### src/verilog/ces_pkg.sv
// package: constants and carrier types of the cpu exception sequencer
package ces_pkg;

  // register byte addresses on the avalon slave
  localparam logic [31:0] CES_ADDR_TRAP_IMM  = 32'hFFFFFFD0;
  localparam logic [31:0] CES_ADDR_EXC_CODE  = 32'h0FFFFFD4;
  localparam logic [31:0] CES_ADDR_INT_CODE  = 32'h0FFFFFD8;
  localparam logic [31:0] CES_ADDR_INT_ALT   = 32'h04000000;
  localparam logic [31:0] CES_ADDR_VBR       = 32'hFFFFFFE0;
  localparam logic [31:0] CES_ADDR_STATUS    = 32'hFFFFFFE4;
  localparam logic [31:0] CES_ADDR_SAVED_PC  = 32'hFFFFFFE8;
  localparam logic [31:0] CES_ADDR_SAVED_SW  = 32'hFFFFFFEC;

  // status word bit positions
  localparam int CES_SW_BLOCK = 2;
  localparam int CES_SW_PRIV  = 1;
  localparam int CES_SW_BANK  = 0;

  // reset values and interrupt event codes
  localparam logic [31:0] CES_SW_RST      = 32'h00000007;
  localparam logic [11:0] CES_CODE_POR    = 12'h000;
  localparam logic [11:0] CES_CODE_MAN    = 12'h020;
  localparam logic [11:0] CES_CODE_DBGRST = 12'h000;
  localparam logic [11:0] CES_CODE_NMI    = 12'h1C0;
  localparam logic [11:0] CES_CODE_DBGINT = 12'h620;

  // vector addresses
  localparam logic [31:0] CES_RESET_VEC = 32'hA0000000;
  localparam logic [31:0] CES_OFS_MISS  = 32'h00000400;
  localparam logic [31:0] CES_OFS_GEN   = 32'h00000100;
  localparam logic [31:0] CES_OFS_INT   = 32'h00000600;

  // general exception causes, index = order within one instruction
  localparam int CES_NUM_GEX = 18;
  localparam int CES_GEX_W   = 5;
  localparam logic [11:0] CES_GEX_CODE [CES_NUM_GEX] = '{
    12'h0E0, 12'h040, 12'h040, 12'h0A0, 12'h180, 12'h1A0,
    12'h0E0, 12'h100, 12'h040, 12'h060, 12'h040, 12'h060,
    12'h0A0, 12'h0C0, 12'h080, 12'h160, 12'h1E0, 12'h600};
  // causes that vector to the miss offset
  localparam logic [CES_NUM_GEX-1:0] CES_GEX_MISS = 18'h00302;
  // completion type causes (trap, user break, dma address error)
  localparam logic [CES_NUM_GEX-1:0] CES_GEX_DONE = 18'h38000;
  localparam int CES_GEX_TRAP = 15;

  typedef struct packed {
    logic [31:0] address;
    logic        read;
    logic        write;
    logic [31:0] writedata;
    logic [3:0]  byteenable;
  } ces_avs_req_t;

  typedef struct packed {
    logic                   valid;
    logic                   gap;
    logic [31:0]            pc;
    logic [31:0]            branch_pc;
    logic [CES_NUM_GEX-1:0] cause;
    logic [7:0]             trap_imm;
  } ces_bound_t;

  typedef struct packed {
    logic        nmi;
    logic        irq;
    logic [11:0] irq_code;
    logic        dbg_irq;
  } ces_int_t;

  typedef struct packed {
    logic        valid;
    logic [31:0] data;
  } ces_sw_load_t;

  typedef struct packed {
    logic        valid;
    logic        core_reset;
    logic [31:0] target;
  } ces_redir_t;

  typedef enum logic [0:0] {CES_RUN, CES_ENTRY} ces_state_t;

endpackage : ces_pkg

### src/verilog/ces_top.sv
// module: exception sequencer with avalon-mm register slave
//
// Our own choice: the Avalon-MM interface to the registers.
`timescale 1ns/100ps
module ces_top (
  input  wire logic                 i_clk_sys,
  input  wire logic                 i_reset,
  input  wire logic                 i_power_on_reset_n,
  input  wire logic                 i_manual_reset_n,
  input  wire logic                 i_debug_port_reset,
  input  ces_pkg::ces_bound_t       i_bound,
  input  ces_pkg::ces_int_t         i_int,
  input  wire logic                 i_rte,
  input  ces_pkg::ces_sw_load_t     i_sw_load,
  input  ces_pkg::ces_avs_req_t     i_avs,
  output logic [31:0]               o_avs_readdata,
  output logic                      o_avs_waitrequest,
  output logic [31:0]               o_status_word,
  output logic [31:0]               o_saved_pc,
  output logic [31:0]               o_saved_status_word,
  output ces_pkg::ces_redir_t       o_redirect
);
  import ces_pkg::*;

  ces_state_t             state_r;
  logic [1:0]             por_sync_r;
  logic [1:0]             man_sync_r;
  logic                   por_pend_r;
  logic [31:0]            sw_r;
  logic [31:0]            spc_r;
  logic [31:0]            ssr_r;
  logic [31:0]            vbr_r;
  logic [11:0]            exc_code_r;
  logic [11:0]            int_code_r;
  logic [11:0]            int_alt_r;
  logic [7:0]             tra_r;
  logic                   nmi_pend_r;
  logic                   nmi_prev_r;
  logic                   defer_r;
  logic [CES_GEX_W-1:0]   defer_idx_r;
  logic [7:0]             defer_imm_r;
  logic                   wait_r;
  logic [31:0]            rdata_r;
  ces_redir_t             redir_r;

  logic                   por_now;
  logic                   man_now;
  logic                   blocked;
  logic                   bnd_ok;
  logic [CES_NUM_GEX-1:0] now_cause;
  logic                   gex_take;
  logic [CES_GEX_W-1:0]   gex_idx;
  logic [7:0]             gex_imm;
  logic                   gex_found;
  logic [CES_GEX_W-1:0]   now_idx;
  logic                   nmi_take;
  logic                   irq_take;
  logic                   rst_take;
  logic                   entry;
  logic [31:0]            entry_pc;
  logic                   bus_acc;
  logic                   bus_wr;

  // lowest set index = earliest in the instruction's execution order
  function automatic logic [CES_GEX_W:0] first_cause(
    input logic [CES_NUM_GEX-1:0] c
  );
    logic [CES_GEX_W:0] res;
    res = '0;
    for (int k = CES_NUM_GEX - 1; k >= 0; k--)
    begin
      if (c[k])
      begin
        res = {1'b1, k[CES_GEX_W-1:0]};
      end
    end
    return res;
  endfunction : first_cause

  function automatic logic [31:0] merge_be(
    input logic [31:0] old,
    input logic [31:0] wd,
    input logic [3:0]  be
  );
    logic [31:0] res;
    res = old;
    for (int b = 0; b < 4; b++)
    begin
      if (be[b])
      begin
        res[b*8 +: 8] = wd[b*8 +: 8];
      end
    end
    return res;
  endfunction : merge_be

  // reset pins come from outside the clock domain
  always_ff @(posedge i_clk_sys)
  begin
    if (i_reset)
    begin
      por_sync_r <= 2'h3;
      man_sync_r <= 2'h3;
    end
    else
    begin
      por_sync_r <= {por_sync_r[0], i_power_on_reset_n};
      man_sync_r <= {man_sync_r[0], i_manual_reset_n};
    end
  end

  assign por_now = ~por_sync_r[1] | por_pend_r;
  assign man_now = ~man_sync_r[1];
  assign blocked = sw_r[CES_SW_BLOCK];
  // boundary inside a branch/slot pair is never usable for interrupts or deferred causes
  assign bnd_ok  = i_bound.valid & ~i_bound.gap
                   & (state_r == CES_RUN);

  always_comb
  begin
    logic [CES_GEX_W:0] f;
    f         = '0;
    now_cause = i_bound.cause;
    if (i_bound.gap)
    begin
      now_cause = i_bound.cause & ~CES_GEX_DONE;
    end
    f         = first_cause(now_cause);
    gex_found = f[CES_GEX_W];
    now_idx   = f[CES_GEX_W-1:0];
  end

  // a deferred cause belongs to an earlier instruction and goes first
  always_comb
  begin
    gex_take = 1'b0;
    gex_idx  = now_idx;
    gex_imm  = i_bound.trap_imm;
    entry_pc = i_bound.pc;
    if (bnd_ok && defer_r)
    begin
      gex_take = 1'b1;
      gex_idx  = defer_idx_r;
      gex_imm  = defer_imm_r;
    end
    else if (i_bound.valid && (state_r == CES_RUN) && gex_found)
    begin
      if (i_bound.gap)
      begin
        gex_take = 1'b1;
        entry_pc = i_bound.branch_pc;
      end
      else
      begin
        gex_take = 1'b1;
      end
    end
  end

  assign rst_take = por_now | man_now | i_debug_port_reset;
  assign nmi_take = bnd_ok & ~blocked & nmi_pend_r;
  assign irq_take = bnd_ok & ~blocked & (i_int.irq | i_int.dbg_irq);
  assign entry    = ~rst_take & (gex_take | nmi_take | irq_take | i_rte);

  always_ff @(posedge i_clk_sys)
  begin
    if (i_reset)
    begin
      por_pend_r <= 1'b1;
    end
    else
    begin
      por_pend_r <= 1'b0;
    end
  end

  // nmi is sticky and armed by its rising edge, so a request level still
  // high after acceptance does not re-arm it; a new edge beats the clear
  always_ff @(posedge i_clk_sys)
  begin
    if (i_reset)
    begin
      nmi_prev_r <= 1'b0;
      nmi_pend_r <= 1'b0;
    end
    else
    begin
      nmi_prev_r <= i_int.nmi;
      if (i_int.nmi && !nmi_prev_r)
      begin
        nmi_pend_r <= 1'b1;
      end
      else if (nmi_take && !rst_take && !gex_take)
      begin
        nmi_pend_r <= 1'b0;
      end
    end
  end

  // completion causes seen at a branch/slot boundary wait for the next one
  always_ff @(posedge i_clk_sys)
  begin
    logic [CES_GEX_W:0] d;
    d = first_cause(i_bound.cause & CES_GEX_DONE);
    if (i_reset || rst_take)
    begin
      defer_r     <= 1'b0;
      defer_idx_r <= '0;
      defer_imm_r <= 8'h00;
    end
    else if (i_bound.valid && i_bound.gap && d[CES_GEX_W] && !defer_r)
    begin
      defer_r     <= 1'b1;
      defer_idx_r <= d[CES_GEX_W-1:0];
      defer_imm_r <= i_bound.trap_imm;
    end
    else if (bnd_ok && defer_r)
    begin
      defer_r <= 1'b0;
    end
  end

  // one entry per accept, boundaries ignored in the following cycle
  always_ff @(posedge i_clk_sys)
  begin
    if (i_reset)
    begin
      state_r <= CES_RUN;
    end
    else
    begin
      unique case (state_r)
        CES_RUN:
        begin
          if (rst_take || entry)
          begin
            state_r <= CES_ENTRY;
          end
        end
        CES_ENTRY:
        begin
          state_r <= CES_RUN;
        end
      endcase
    end
  end

  assign bus_acc = (i_avs.read | i_avs.write) & ~wait_r;
  assign bus_wr  = i_avs.write & ~wait_r;

  // status word, saved pc and saved status word
  always_ff @(posedge i_clk_sys)
  begin
    if (i_reset)
    begin
      sw_r  <= CES_SW_RST;
      spc_r <= 32'h00000000;
      ssr_r <= 32'h00000000;
    end
    else if (rst_take || (gex_take && blocked))
    begin
      sw_r <= CES_SW_RST;
    end
    else if (entry && !i_rte)
    begin
      spc_r              <= entry_pc;
      ssr_r              <= sw_r;
      sw_r[CES_SW_BLOCK] <= 1'b1;
      sw_r[CES_SW_PRIV]  <= 1'b1;
      sw_r[CES_SW_BANK]  <= 1'b1;
    end
    else if (entry && i_rte)
    begin
      sw_r <= ssr_r;
    end
    else if (i_sw_load.valid)
    begin
      sw_r <= i_sw_load.data;
    end
    else if (bus_wr && i_avs.address == CES_ADDR_SAVED_PC)
    begin
      spc_r <= merge_be(spc_r, i_avs.writedata, i_avs.byteenable);
    end
    else if (bus_wr && i_avs.address == CES_ADDR_SAVED_SW)
    begin
      ssr_r <= merge_be(ssr_r, i_avs.writedata, i_avs.byteenable);
    end
  end

  // event code registers; hardware writes win over software writes
  always_ff @(posedge i_clk_sys)
  begin
    logic [31:0] m;
    m = 32'h00000000;
    if (i_reset)
    begin
      exc_code_r <= CES_CODE_POR;
      int_code_r <= 12'h000;
      int_alt_r  <= 12'h000;
      tra_r      <= 8'h00;
    end
    else if (por_now)
    begin
      exc_code_r <= CES_CODE_POR;
    end
    else if (man_now)
    begin
      exc_code_r <= CES_CODE_MAN;
    end
    else if (i_debug_port_reset)
    begin
      exc_code_r <= CES_CODE_DBGRST;
    end
    else if (gex_take)
    begin
      exc_code_r <= CES_GEX_CODE[gex_idx];
      if (gex_idx == CES_GEX_W'(CES_GEX_TRAP))
      begin
        tra_r <= gex_imm;
      end
    end
    else if (nmi_take)
    begin
      int_code_r <= CES_CODE_NMI;
      int_alt_r  <= CES_CODE_NMI;
    end
    else if (irq_take)
    begin
      if (i_int.irq)
      begin
        int_code_r <= i_int.irq_code;
        int_alt_r  <= i_int.irq_code;
      end
      else
      begin
        int_code_r <= CES_CODE_DBGINT;
        int_alt_r  <= CES_CODE_DBGINT;
      end
    end
    else if (bus_wr)
    begin
      unique case (i_avs.address)
        CES_ADDR_EXC_CODE:
        begin
          m = merge_be({20'h00000, exc_code_r}, i_avs.writedata,
                       i_avs.byteenable);
          exc_code_r <= m[11:0];
        end
        CES_ADDR_INT_CODE:
        begin
          m = merge_be({20'h00000, int_code_r}, i_avs.writedata,
                       i_avs.byteenable);
          int_code_r <= m[11:0];
        end
        CES_ADDR_TRAP_IMM:
        begin
          m = merge_be({24'h000000, tra_r}, i_avs.writedata,
                       i_avs.byteenable);
          tra_r <= m[7:0];
        end
        default:
        begin
          m = 32'h00000000;
        end
      endcase
    end
  end

  // vector base register, software owned
  always_ff @(posedge i_clk_sys)
  begin
    if (i_reset)
    begin
      vbr_r <= 32'h00000000;
    end
    else if (bus_wr && i_avs.address == CES_ADDR_VBR)
    begin
      vbr_r <= merge_be(vbr_r, i_avs.writedata, i_avs.byteenable);
    end
  end

  // redirect to the handler, valid one cycle per accepted event, so every cycle while a reset is held
  always_ff @(posedge i_clk_sys)
  begin
    if (i_reset)
    begin
      redir_r <= '0;
    end
    else if (rst_take)
    begin
      redir_r <= '{valid: 1'b1, core_reset: 1'b1,
                   target: CES_RESET_VEC};
    end
    else if (gex_take && blocked)
    begin
      redir_r <= '{valid: 1'b1, core_reset: 1'b1,
                   target: CES_RESET_VEC};
    end
    else if (gex_take && CES_GEX_MISS[gex_idx])
    begin
      redir_r <= '{valid: 1'b1, core_reset: 1'b0,
                   target: vbr_r + CES_OFS_MISS};
    end
    else if (gex_take)
    begin
      redir_r <= '{valid: 1'b1, core_reset: 1'b0,
                   target: vbr_r + CES_OFS_GEN};
    end
    else if (nmi_take || irq_take)
    begin
      redir_r <= '{valid: 1'b1, core_reset: 1'b0,
                   target: vbr_r + CES_OFS_INT};
    end
    else if (entry)
    begin
      redir_r <= '{valid: 1'b1, core_reset: 1'b0,
                   target: spc_r};
    end
    else
    begin
      redir_r <= '0;
    end
  end

  // avalon slave: waitrequest drops for one cycle after a request
  always_ff @(posedge i_clk_sys)
  begin
    if (i_reset)
    begin
      wait_r <= 1'b1;
    end
    else if ((i_avs.read || i_avs.write) && wait_r)
    begin
      wait_r <= 1'b0;
    end
    else
    begin
      wait_r <= 1'b1;
    end
  end

  always_ff @(posedge i_clk_sys)
  begin
    if (i_reset)
    begin
      rdata_r <= 32'h00000000;
    end
    else if (i_avs.read && wait_r)
    begin
      unique case (i_avs.address)
        CES_ADDR_TRAP_IMM: rdata_r <= {24'h000000, tra_r};
        CES_ADDR_EXC_CODE: rdata_r <= {20'h00000, exc_code_r};
        CES_ADDR_INT_CODE: rdata_r <= {20'h00000, int_code_r};
        CES_ADDR_INT_ALT:  rdata_r <= {20'h00000, int_alt_r};
        CES_ADDR_VBR:      rdata_r <= vbr_r;
        CES_ADDR_STATUS:   rdata_r <= sw_r;
        CES_ADDR_SAVED_PC: rdata_r <= spc_r;
        CES_ADDR_SAVED_SW: rdata_r <= ssr_r;
        default:           rdata_r <= 32'h00000000;
      endcase
    end
    else if (!bus_acc)
    begin
      rdata_r <= 32'h00000000;
    end
  end

  assign o_avs_readdata      = rdata_r;
  assign o_avs_waitrequest   = wait_r;
  assign o_status_word       = sw_r;
  assign o_saved_pc          = spc_r;
  assign o_saved_status_word = ssr_r;
  assign o_redirect          = redir_r;

endmodule : ces_top

### config.mk
export PLATFORM = sky130hd
export DESIGN_NAME = ces_top
export DESIGN_NICKNAME = d
export VERILOG_FILES = /design/src/verilog/ces_pkg.sv /design/src/verilog/ces_top.sv
export SDC_FILE = /design/constraint.sdc
export NUM_CORES = 1
export LEC_CHECK = 0
export BUFFER_PORTS_ARGS = -buffer_cell sky130_fd_sc_hd__buf_2
export CAP_MARGIN = 10
export CELL_PAD_IN_SITES_DETAIL_PLACEMENT = 0
export CELL_PAD_IN_SITES_GLOBAL_PLACEMENT = 1
export CORE_UTILIZATION = 25
export CTS_BUF_LIST = sky130_fd_sc_hd__clkbuf_2
export CTS_CLUSTER_DIAMETER = 50
export CTS_CLUSTER_SIZE = 12
export DETAILED_ROUTE_END_ITERATION = 7
export PLACE_DENSITY = 0.57
export SYNTH_ARGS = -nofsm -noshare
export SYNTH_HDL_FRONTEND = slang
export SYNTH_SLANG_ARGS = --single-unit
### constraint.sdc
create_clock -name i_clk_sys -period 6.86 [get_ports i_clk_sys]
set_clock_uncertainty 0.2 [all_clocks]
set_input_delay 0.686 -clock i_clk_sys [delete_from_list [all_inputs] [get_ports i_clk_sys]]
set_output_delay 0.686 -clock i_clk_sys [all_outputs]
set_load 0.02 [all_outputs]
# Word-level counts from Yosys, hierarchy flattened
# Memory sizes are Yosys's and may differ from the RTL's.
# Index checks and enable logic that the tools add are counted.
[op_classes]
add_sub_neg = 3
magnitude_cmp = 2
eq_ne = 21
n_mux = 85
bitwise_logic = 29
n_reduce_logical = 72
[op_table]
columns = ["op", "count"]
rows = [
  ["two-way mux 32 bit", 16],
  ["one-hot mux 32 bit (8 select lines)", 1],
  ["two-way mux 34 bit", 6],
  ["two-way mux 12 bit", 14],
  ["equality test 32 bit, second input constant", 5],
  ["two-way mux 6 bit", 23],
  ["two-way mux 8 bit", 11],
  ["adder 32 x 11 -> 32 bit, second input constant", 2],
  ["equality test 32 x 28 -> 1 bit, second input constant", 2],
  ["AND reduction 5 bit", 8],
  ["adder 32 x 9 -> 32 bit, second input constant", 1],
  ["equality test 32 x 27 -> 1 bit, second input constant", 1],
  ["nonzero test 2 bit", 15],
  ["AND reduction 6 bit", 4],
  ["logical AND 1 bit", 18],
  ["two-way mux 18 bit", 1],
  ["AND reduction 7 bit", 2],
  ["inverter 1 bit", 12],
  ["nonzero test 3 bit", 4],
  ["two-way mux 1 bit", 10],
  ["AND reduction 2 bit", 5],
  ["AND reduction 9 bit", 1],
  ["bitwise AND 1 bit", 8],
  ["!= test 2 bit, second input constant", 4],
  ["other kinds (17)", 38],
]
[totals]
regBits = 261
mem_bits_ro = 416
inputBits = 216
output_inout_bits = 163
word_cells = 250
n_memories = 2
[memory_table]
columns = ["name", "depth", "word_bits", "read_ports", "rd_clocked_by_memory_dff", "write_ports", "line_no", "source"]
rows = [
  ["(name not given)", 32, 12, 1, 0, 0, "ces_top.sv:316", "exc_code_r <= CES_GEX_CODE[gex_idx];"],
  ["(name not given)", 32, 1, 1, 0, 0, "ces_top.sv:399", "else if (gex_take && CES_GEX_MISS[gex_idx])"],
]

# Longest topological paths before layout
# Gate-level depths: netlist (run 1).
[depth]
word_depth = 32
ltp_mapped = 13
depth_no_buf = 10

# Worst setup path before layout (run 1)
# No wires, ideal clock.
[synth_timing]
path_kind = "input to register"
from = "input port i_avs[39] (netlist bit)"
to = "register ssr_r[18], in the netlist o_saved_status_word[18]"
arrival_time_ns = 2.804
required_ns = 6.572
slack_ns = 3.767
path_stages = 9
path_buffers = 2
cell_sequence = "or4b_1 nor4_1 and4_1 clkbuf_1 nand3_1 a221oi_4 buf_6 nor2_1 a311oi_2"
[synth_between]
elab_chain_len = 4
elab_cells_between_ends = 7
cone_classes = "eq/ne (3); reduce/logical (4)"
[synth_lines]
columns = ["element", "line_no", "source"]
rows = [
  ["start, declared", "ces_top.sv:15", "input ces_pkg::ces_avs_req_t i_avs,"],
  ["equality test 32 bit, on equally long branches", "ces_top.sv:280, ces_top.sv:284", ""],
  ["logical AND 1 bit, on equally long branches", "ces_top.sv:280, ces_top.sv:284", ""],
  ["!= test 2 bit (no source line) or nonzero test 2 bit (tied branches)", "-", ""],
  ["AND reduction 6 bit (no source line) (*)", "-", ""],
  ["end signal, assigned", "ces_top.sv:267", "ssr_r <= sw_r;"],
  ["end signal, assigned", "ces_top.sv:286", "ssr_r <= merge_be(ssr_r, i_avs.writedata, i_avs.byteenable);"],
  ["end, declared", "ces_top.sv:31", "logic [31:0] ssr_r;"],
]
# Mark *: on every way between the ends. The rest lies on a longest branch, timed or not.
# A chain may end at the register's enable or synchronous reset.

# Worst setup path after layout (run 1)
[layout_timing]
from = "input port i_avs[42] (netlist bit)"
to = "register ssr_r[6], in the netlist o_saved_status_word[6]"
# The elaborated chain is that of the path after synthesis.

==> metrics.cfg, run 1 <==
[worst_setup_path]
critPathMostFrequentCell=sky130_fd_sc_hd__dlygate4sd3_1
worst-endpoint-arrival_ns=5.20
critical_path_class=input pin to register
timing.critical_path.slowest_cell_delay_ns=0.69
regToRegStartpoint=man_sync_r[1]
critPathTopFamily=simple AND/OR/NAND/NOR gates
worst_r2r_path_depth=7
crit_path_max_fanout=24
setup.worst_path.start_class=input pin
worst_ep_required_time_ns=7.64
worst_setup_path_end_kind=register
setup.reg_to_reg.worst_slack_ns=2.59
rr_endpoint=o_redirect[19]
critical_path.slowest_cell=sky130_fd_sc_hd__a221oi_4
crit_chain=dlygate4sd3_1, buf_2, or4b_1, nor4_1, and4_1, buf_4, nand2_1, a221oi_4, nor2_1, a311oi_1, dlygate4sd3_1
critPathBufInv=4

[cts]
cts_repair_resize_count=0
depth_of_the_cts_h_tree=2
cts.repair_timing.setup_buffer_count=0
cts_buffers=41
worst_skew_pair.late_latency_ns=1.05
cts_root_buffer=sky130_fd_sc_hd__clkbuf_2
clkSlewWorstSetupHoldPaths_ns=0.22
ctsLongestPathBuffers=3
clock_sinks=259
cts_tree=yes

[final_layout]
stdcell_count=3073
final_layout_size_suffix_gt1_share_pct=24.88
finish.instance_area_sq_um=19740
fin_util_pct=34.81
layout-area-overhead-vs-synth_pct=36.72
filler_cell_count=5975
num-nets-final=2508

[floorplan]
die-width_microns=242.3
initial_core_utilization_pct=25.46
core_region_area_sq_um=56710
std_cell_rows=87
die_height_microns=242.3
floorplan.io_pins=379
dieArea_sq_um=58730

[synth]
synth.yosys.warnings=0
synth_instances=1757
post-synth-top-area-cell=sky130_fd_sc_hd__dfxtp_1
syn_nets=1981
synth.top_cell.area_share_pct=35.91
synth.ff_latch_count=259
post_synth.cell_area_avg_sq_um=8.219
yosys.cell_count.top_type=sky130_fd_sc_hd__dfxtp_1
post_synth_main_area_contributors=sky130_fd_sc_hd__dfxtp_1, sky130_fd_sc_hd__mux2i_1, sky130_fd_sc_hd__nand2_1
synth.cell_area_sq_um=14440
postSynth.asyncResetShare_pct=0
synth_commonest_cells=sky130_fd_sc_hd__dfxtp_1, sky130_fd_sc_hd__nand2_1, sky130_fd_sc_hd__nor2_1
synth_sequential_area_ratio_pct=35.91
number_of_flops_mapped_to_enable_cells_by_yosys=0
synth.distinct_cells=84
ys_dominant_reg_cell=sky130_fd_sc_hd__dfxtp_1

[outcome]
result_of_the_run=finished, final reports clean

[sta]
worst_pin_slew_ns=1.221
postLayoutSetupSlackWorst_ns=2.438
max_freq_ghz=0.2262
final.period_utilization_pct=64.46
final-max-slew-violation-count=0
timing.final.crit_period_ns=4.422
hold_ws_ns=0.1013
hold_violations=0
totalNegativeSetupSlack_ns=0
maxSlewHeadroom_pct=18.45
setup_viol=0
rsz0062_at_grt=no

[placement]
io_buffer_count=378
dpl.hpwl_mm=52.53
place_worst_setup_slack_ns=2.191
globalplace.congestion=0.8815
post-place-cells=2774
place_area_sq_um=16920

[detailed_routing]
detailedRoute.firstPassIterationCount=7
detailroute.via_count=16221
post-route-drc-count=0
detail_route.iter0.violations=1617
drt-vias-per-instance=5.279
route.final.wire_length_mm=71.67
postRouteAntennaNets=0
average_detailed_routed_wire_length_per_instance_microns=23.32

[power_and_ir_drop]
design_power_total_mw=3.229
power_density_nw_per_um2=163.6
static-leakage-power_nw=7.884
vdd_drop_max_mv=0.09008

[global_routing]
first_global_vias=15942
grt.overflow.total=0
grt_antenna_before_repair=2
wire_length_of_the_first_global_routing_pass_mm=104.9
gr-usage-all-layers_pct=23.57
largest_net_degree_at_the_start_of_global_routing=73

[hold_path]
worst_hold_path_type=input pin to register
hold_critical_path_endpoint=o_saved_pc[2]
worst_hold_startpoint=i_bound[28]
worstHoldPathCells=4

[flow_run]
max-cap-violations=0

-- placed cells by master, fill, tap and decap left out, types with 10 or more instances in the layout --
cell type / Yosys / layout
sky130_fd_sc_hd__clkbuf_2: 0 / 44
sky130_fd_sc_hd__nand4_1: 28 / 28
sky130_fd_sc_hd__or3_1: 10 / 10
sky130_fd_sc_hd__dlygate4sd3_1: 0 / 223
sky130_fd_sc_hd__a22o_1: 26 / 26
sky130_fd_sc_hd__mux2i_1: 107 / 107
sky130_fd_sc_hd__buf_4: 6 / 27
sky130_fd_sc_hd__a222oi_1: 31 / 31
sky130_fd_sc_hd__a311oi_1: 29 / 29
sky130_fd_sc_hd__o21ai_0: 83 / 83
sky130_fd_sc_hd__a22oi_1: 25 / 25
sky130_fd_sc_hd__inv_1: 18 / 18
sky130_fd_sc_hd__a21oi_1: 131 / 130
sky130_fd_sc_hd__a21o_1: 12 / 11
sky130_fd_sc_hd__buf_2: 14 / 377
sky130_fd_sc_hd__dfxtp_1: 259 / 259
sky130_fd_sc_hd__a31oi_1: 13 / 13
sky130_fd_sc_hd__xor2_1: 17 / 17
sky130_fd_sc_hd__nand2_1: 241 / 240
sky130_fd_sc_hd__mux2_2: 41 / 41
sky130_fd_sc_hd__nor3_1: 24 / 23
sky130_fd_sc_hd__xnor2_1: 17 / 17
sky130_fd_sc_hd__nor2_1: 186 / 185
sky130_fd_sc_hd__a211oi_1: 49 / 48
sky130_fd_sc_hd__nor4_1: 17 / 17
sky130_fd_sc_hd__nand3_1: 67 / 67
-- cell families after synthesis --
logic type	Yosys count	synth area share, %
xor+xnor	34	2.062
flops	259	35.91
buf+inv	161	4.722
compound gates	492	24.66
fa+ha+maj	8	0.6932
simple gates	655	21.34
mux	148	10.61
-- timing repair --
item                       4_1_cts  5_1_grt
hold buffers                   223        0
hold endpoints to repair       196        0
setup endpoints to repair        0        0
-- sequential cells by signal, summed over array words and instances (netlist names), 12 cells and up --
register	cells
o_redirect	34
o_avs_readdata	32
o_saved_pc	32
o_saved_status_word	32
o_status_word	32
vbr_r	32
exc_code_r	12
int_alt_r	12
int_code_r	12
-- where the power goes --
group	internal, mW	switching, mW	total (mW)
sequential	1.52	0.0196	1.54
clock	0.455	0.746	1.20
combinational	0.210	0.277	0.487
total	2.19	1.04	3.23
-- how the worst max path moves through the flow --
stage,from,end,cells past startpoint
6_report,i_avs[42],o_saved_status_word[6],11
5_1_grt,man_sync_r[1],o_redirect[19],7
4_1_cts,man_sync_r[1],o_redirect[19],7
3_5_place_dp,i_debug_port_reset,o_redirect[19],8
3_3_place_gp,i_debug_port_reset,o_redirect[19],8
2_1_floorplan,i_avs[39],o_saved_status_word[18],9
-- routing by layer --
layer | up-vias | routed length, microns | share of wire [%] | global-route usage, %
li1 | 7574 | - | - | -
met1 | 7894 | 32460 | 45 | 32.27
met2 | 633 | 32170 | 45 | 37.10
met3 | 118 | 4851 | 6.8 | 3.899
met4 | 2 | 2175 | 3.0 | 8.284
met5 | - | 13 | 0.018 | 0
-- worst min-delay path, delay by kind of cell --
kind,cells,cell delay [ns]
mux,1,0.29
compound gates,2,0.23
buf+inv,1,0.09
-- area by class of cell --
class                      instances  area [sq um]  area share, %
sequential                       259          5185          26.26
timing repair buffer             627          4322          21.89
antenna                            2         5.005        0.02535
inverter                          18         67.56         0.3422
tap                              756         945.9          4.791
clock buffer                      44         220.2          1.115
multi-input combinational       1337          8630          43.71
clock inverter                    30         367.9          1.863
Power figures use the tool's default switching activity.
==> run 2, diff against run 1 <==
==> constraint.sdc (replaced) <==
create_clock -name i_clk_sys -period 4.1 [get_ports i_clk_sys]
set_clock_uncertainty 0.2 [all_clocks]
set_input_delay 0.41 -clock i_clk_sys [delete_from_list [all_inputs] [get_ports i_clk_sys]]
set_output_delay 0.41 -clock i_clk_sys [all_outputs]
set_load 0.02 [all_outputs]
==> metrics.cfg, run 2 (same netlist as run 1, synthesis figures left out) <==
[placement]
dpl.hpwl_mm=53.64  ; +2.1%
globalplace.congestion=0.8830  ; +0.17%
io_buffer_count=378  ; unchanged
post-place-cells=2807  ; +1.2%

[final_layout]
stdcell_count=3274  ; +6.5%
fin_util_pct=38.31  ; +3.5 points
most-common-layout-cells=sky130_fd_sc_hd__dlygate4sd3_1, sky130_fd_sc_hd__buf_2, sky130_fd_sc_hd__dfxtp_1
layout-area-overhead-vs-synth_pct=50.45
num-nets-final=2706  ; +7.9%
largest_register_ffs=34  ; unchanged
most_frequent_standard_cell_in_the_layout_excluding_fill_and_tap_cells=sky130_fd_sc_hd__dlygate4sd3_1
final_layout_size_suffix_gt1_share_pct=24.33  ; -0.55 points

[global_routing]
gr-usage-met2_pct=39.22  ; +2.1 points
largest_net_degree_at_the_start_of_global_routing=59  ; -19%
first_global_vias=17050  ; +7.0%
wire_length_of_the_first_global_routing_pass_mm=109.2  ; +4.2%
grtUsageMet1_pct=33.21  ; +0.94 points
grt_antenna_before_repair=4  ; +2
grt_use_met3_pct=3.656  ; -0.24 points
grt.overflow.total=0  ; unchanged
gr-usage-all-layers_pct=24.44  ; +0.88 points
busiest_layer=met2

[worst_setup_path]
regToRegStartpoint=o_status_word[2]
setup.worst_path.start_class=register
worst_setup_path_end_kind=register
crit_path_max_fanout=7  ; -71%
worst-endpoint-arrival_ns=4.45  ; -0.75 ns
worst_ep_required_time_ns=4.72  ; -2.92 ns
critical_path_origin=o_status_word[2]
critical_path_class=register to register
worst_r2r_path_depth=10  ; +3

[sta]
setup_viol=0  ; unchanged
rsz0062_at_grt=no
hold_ws_ns=0.1177  ; +0.01642 ns
final.period_utilization_pct=93.61
maxSlewHeadroom_pct=30.21  ; +12 points
max_freq_ghz=0.2605
totalNegativeSetupSlack_ns=0  ; unchanged
timing.final.crit_period_ns=3.838
final-max-slew-violation-count=0  ; unchanged
worst_pin_slew_ns=1.044  ; -0.1761 ns
hold_violations=0  ; unchanged

[floorplan]
floorplan.io_pins=379  ; unchanged
dieArea_sq_um=58730  ; unchanged
initial_core_utilization_pct=25.46  ; unchanged
die_height_microns=242.3  ; unchanged
std_cell_rows=87  ; unchanged
core_region_area_sq_um=56710  ; unchanged
die-width_microns=242.3  ; unchanged

[power_and_ir_drop]
vdd_drop_max_mv=0.1411  ; +57%
power_density_nw_per_um2=257.9  ; +58%
static-leakage-power_nw=8.880  ; +13%

[detailed_routing]
drt-vias-per-instance=5.225  ; -1.0%
detailroute.via_count=17108  ; +5.5%
post-route-drc-count=0  ; unchanged
detail_route.iter0.violations=1561  ; -3.5%
detailedRoute.firstPassIterationCount=8  ; +1
route.final.wire_length_mm=73.87  ; +3.1%
average_detailed_routed_wire_length_per_instance_microns=22.56  ; -3.3%
postRouteAntennaNets=0  ; unchanged

[cts]
clkSlewWorstSetupHoldPaths_ns=0.21  ; about the same
worst_skew_pair.late_latency_ns=1.06  ; about the same
cts_buffers=42  ; +2.4%
cts_root_buffer=sky130_fd_sc_hd__clkbuf_2
clock_sinks=259  ; unchanged
cts_tree=yes
cts.repair_timing.setup_buffer_count=0  ; unchanged
ctsLongestPathBuffers=3  ; unchanged
depth_of_the_cts_h_tree=2  ; unchanged

[outcome]
result_of_the_run=finished, final reports clean

[flow_run]
max-cap-violations=0  ; unchanged

[hold_path]
worst_hold_startpoint=i_avs[10]
worst_hold_path_type=input pin to register
worstHoldPathCells=4  ; unchanged

-- run 2: cell types whose count changed in the layout (fill, tap and decap cells not counted), moves of 2 or more --
cell,before,now
sky130_fd_sc_hd__inv_6,7,5
sky130_fd_sc_hd__clkbuf_2,44,46
sky130_fd_sc_hd__buf_4,27,56
sky130_fd_sc_hd__dlygate4sd3_1,223,386
sky130_fd_sc_hd__bufinv_16,6,8
sky130_fd_sc_hd__inv_2,0,2
sky130_fd_sc_hd__buf_12,0,3
-- run 2: stage by stage --
step                power (mW)  cell area, sq um  worst slack, ns
CTS                      5.668             21710           0.1450
global placement         3.304             17190           0.4218
floorplan                2.966             14440            1.283
finish                   5.602             21720           0.2618
global route             5.847             21720           0.1274
detailed placement       3.309             17210           0.3944
-- run 2: power by group --
part | total (mW) | leakage [nW] | switching (mW) | internal [mW]
Clock | 2.09 | 0.387 | 1.21 | 0.888
Sequential | 2.58 | 2.09 | 0.0321 | 2.55
Combinational | 0.930 | 6.40 | 0.485 | 0.446
-- run 2: path summary, 6_finish.rpt --
path / endpoint / slack [ns]
worst min-delay path: int_code_r[6] / 0.12
worst max register to register: exc_code_r[7] / 0.26
worst max-delay path: exc_code_r[7] / 0.26
worst min register to register: man_sync_r[1] / 0.23
-- run 2: routing by layer --
layer | wire [microns] | up-vias
li1 | - | 7984
met1 | 33340 | 8333
met2 | 33730 | 665
met3 | 4610 | 124
met4 | 2191 | 2
met5 | 7 | -
-- run 2: final cells by class --
class	count	area (sq um)
Timing Repair Buffer	824	6255
Multi-Input combinational cell	1337	8630
Clock buffer	46	230.2
Inverter	18	67.56
Sequential cell	259	5185
Clock inverter	31	404.1
Fill cell	5827	34990
Tap cell	756	945.9
Antenna cell	3	7.507
-- run 2: repair_timing --
item,in CTS,in global routing
endpoints found under the hold margin,244,0
endpoints found under the setup margin,0,6
resized for setup,0,2
hold buffers,387,0
-- run 2: worst max-delay path, cell delays in order (launching register included) --
cell and delay (ns):
sky130_fd_sc_hd__dfxtp_1 0.45, sky130_fd_sc_hd__nor4b_2 0.53, sky130_fd_sc_hd__buf_4 0.24, sky130_fd_sc_hd__o31ai_2 0.13, sky130_fd_sc_hd__dlygate4sd3_1 0.64, sky130_fd_sc_hd__nand3_1 0.19
sky130_fd_sc_hd__nor4_4 0.05, sky130_fd_sc_hd__buf_4 0.16, sky130_fd_sc_hd__dlygate4sd3_1 0.73, sky130_fd_sc_hd__nor3_1 0.20, sky130_fd_sc_hd__nor3_1 0.07
==> run 3, diff against run 2 <==
==> constraint.sdc (replaced) <==
create_clock -name i_clk_sys -period 4.6 [get_ports i_clk_sys]
set_clock_uncertainty 0.2 [all_clocks]
set_input_delay 0.46 -clock i_clk_sys [delete_from_list [all_inputs] [get_ports i_clk_sys]]
set_output_delay 0.46 -clock i_clk_sys [all_outputs]
set_load 0.02 [all_outputs]
==> metrics.cfg, run 3 (same netlist as run 1, synthesis figures left out) <==
[cts]
clock_sinks=259  ; unchanged
clkSlewWorstSetupHoldPaths_ns=0.26  ; +0.05 ns
depth_of_the_cts_h_tree=2  ; unchanged
cts_tree=yes
worst_skew_pair.late_latency_ns=1.05  ; about the same
cts_buffers=41  ; -2.4%
ctsLongestPathBuffers=3  ; unchanged
cts_root_buffer=sky130_fd_sc_hd__clkbuf_2

[global_routing]
grt.overflow.total=0  ; unchanged
grt_antenna_before_repair=1  ; -3
wire_length_of_the_first_global_routing_pass_mm=107.8  ; -1.3%
gr-usage-all-layers_pct=24.19  ; -0.25 points
first_global_vias=16241  ; -4.7%
largest_net_degree_at_the_start_of_global_routing=65  ; +10%

[floorplan]
core_region_area_sq_um=56710  ; unchanged
std_cell_rows=87  ; unchanged
initial_core_utilization_pct=25.46  ; unchanged
die_height_microns=242.3  ; unchanged
floorplan.io_pins=379  ; unchanged
dieArea_sq_um=58730  ; unchanged
die-width_microns=242.3  ; unchanged

[power_and_ir_drop]
vdd_drop_max_mv=0.1263  ; -11%
logic_gate_share_of_total_power_pct=16.4  ; -0.2 points
internal_power_summed_over_all_cells_mw=3.163  ; -18%
netSwitchingFraction_pct=32.31  ; +1.6 points
static-leakage-power_nw=8.208  ; -7.6%
power.net_switching_mw=1.510  ; -12%
design_power_total_mw=4.673  ; -17%
power_density_nw_per_um2=228.4  ; -11%
sequential_share_of_power_pct=49.2  ; +3.2 points
clock_power_share_pct=34.4  ; -3.0 points

[final_layout]
fin_util_pct=36.07  ; -2.2 points
layout-area-overhead-vs-synth_pct=41.66
largest_register_ffs=34  ; unchanged
stdcell_count=3155  ; -3.6%
num-nets-final=2592  ; -4.2%
filler_cell_count=5944  ; +2.0%
most-common-layout-cells=sky130_fd_sc_hd__buf_2, sky130_fd_sc_hd__dlygate4sd3_1, sky130_fd_sc_hd__dfxtp_1
most_frequent_standard_cell_in_the_layout_excluding_fill_and_tap_cells=sky130_fd_sc_hd__buf_2
multi_input_area_sq_um=8630  ; unchanged
final_layout_size_suffix_gt1_share_pct=24.52  ; +0.19 points
seqCellArea_sq_um=5185  ; unchanged
finish.instance_area_sq_um=20460  ; -5.8%

[placement]
place_area_sq_um=17040  ; -0.98%
place_worst_setup_slack_ns=0.7365  ; +0.3421 ns
globalplace.congestion=0.9305  ; +5.4%
post-place-cells=2790  ; -0.61%
dpl.hpwl_mm=53.73  ; +0.17%
io_buffer_count=378  ; unchanged

[detailed_routing]
post-route-drc-count=0  ; unchanged
detail_route.iter0.violations=1413  ; -9.5%
detailedRoute.firstPassIterationCount=8  ; unchanged
drt-vias-per-instance=5.225  ; about the same
detailroute.via_count=16484  ; -3.6%
postRouteAntennaNets=0  ; unchanged
route.final.wire_length_mm=73.00  ; -1.2%
average_detailed_routed_wire_length_per_instance_microns=23.14  ; +2.5%

[worst_setup_path]
worst_ep_required_time_ns=5.41  ; +0.69 ns
critical_path_class=input pin to register
worst_setup_path_end_kind=register
worst-endpoint-arrival_ns=5.19  ; +0.74 ns
setup.worst_path.start_class=input pin
crit_path_max_fanout=16  ; +9

[sta]
final-max-slew-violation-count=0  ; unchanged
maxSlewHeadroom_pct=30.87  ; +0.66 points
totalNegativeSetupSlack_ns=0  ; unchanged
final.period_utilization_pct=95.20
postLayoutSetupSlackWorst_ns=0.2210  ; -0.04088 ns
worst_pin_slew_ns=1.031  ; -0.01313 ns
max_freq_ghz=0.2284
hold_ws_ns=0.1073  ; -0.01043 ns
rsz0062_at_grt=no
hold_violations=0  ; unchanged
timing.final.crit_period_ns=4.379
setup_viol=0  ; unchanged

[flow_run]
max-cap-violations=0  ; unchanged

[outcome]
result_of_the_run=finished, final reports clean

[hold_path]
worst_hold_path_type=input pin to register

-- run 3: area by class of cell --
type,instances,area share (%)
diodes,1,0.01223
clock buffers,45,1.101
flip-flops and latches,259,25.35
repair buffers,711,25.04
clock inverters,28,1.358
inverters,18,0.3303
well taps,756,4.624
multi-input cells,1337,42.19
-- run 3: path summary, 6_finish.rpt --
check,from,slack [ns],to,cells past startpoint
setup / recovery,i_avs[42],0.22,o_saved_status_word[22],11
hold / removal,i_avs[10],0.11,vbr_r[6],4
setup reg to reg,defer_r,0.27,o_saved_status_word[22],9
hold reg to reg,man_sync_r[0],0.23,man_sync_r[1],1
-- run 3: worst max-delay path: stages --
cell                            delay [ns]
sky130_fd_sc_hd__dlygate4sd3_1        0.54
sky130_fd_sc_hd__buf_2                0.15
sky130_fd_sc_hd__or4b_1               0.51
sky130_fd_sc_hd__nor4_1               0.63
sky130_fd_sc_hd__and4_1               0.52
sky130_fd_sc_hd__nand3_1              0.19
sky130_fd_sc_hd__a221oi_4             0.28
sky130_fd_sc_hd__dlygate4sd3_1        1.00
sky130_fd_sc_hd__nor2_1               0.10
sky130_fd_sc_hd__a311oi_1             0.24
sky130_fd_sc_hd__dlygate4sd3_1        0.58
-- run 3: power by group through the flow --
stage               Clock [mW]  Combinational [mW]  Sequential, mW
finish                    1.61               0.769            2.30
global route              1.75               0.822            2.30
CTS                       1.66               0.765            2.30
detailed placement           0               0.598            2.34
global placement             0               0.595            2.34
floorplan                    0               0.296            2.35
-- run 3: metal layers --
metal	GRT usage, %	vias up	wire length (microns)
met5	0	-	0
met4	8.060	0	2170
met3	3.933	126	4713
met2	37.96	648	32480
met1	33.44	7981	33630
li1	-	7729	-
-- run 3: repair_timing --
item                                    CTS  global route
hold buffers                            291             0
endpoints found under the hold margin   245             0
endpoints found under the setup margin    0             1
resized for setup                         0             1
buffers inserted                          0             0
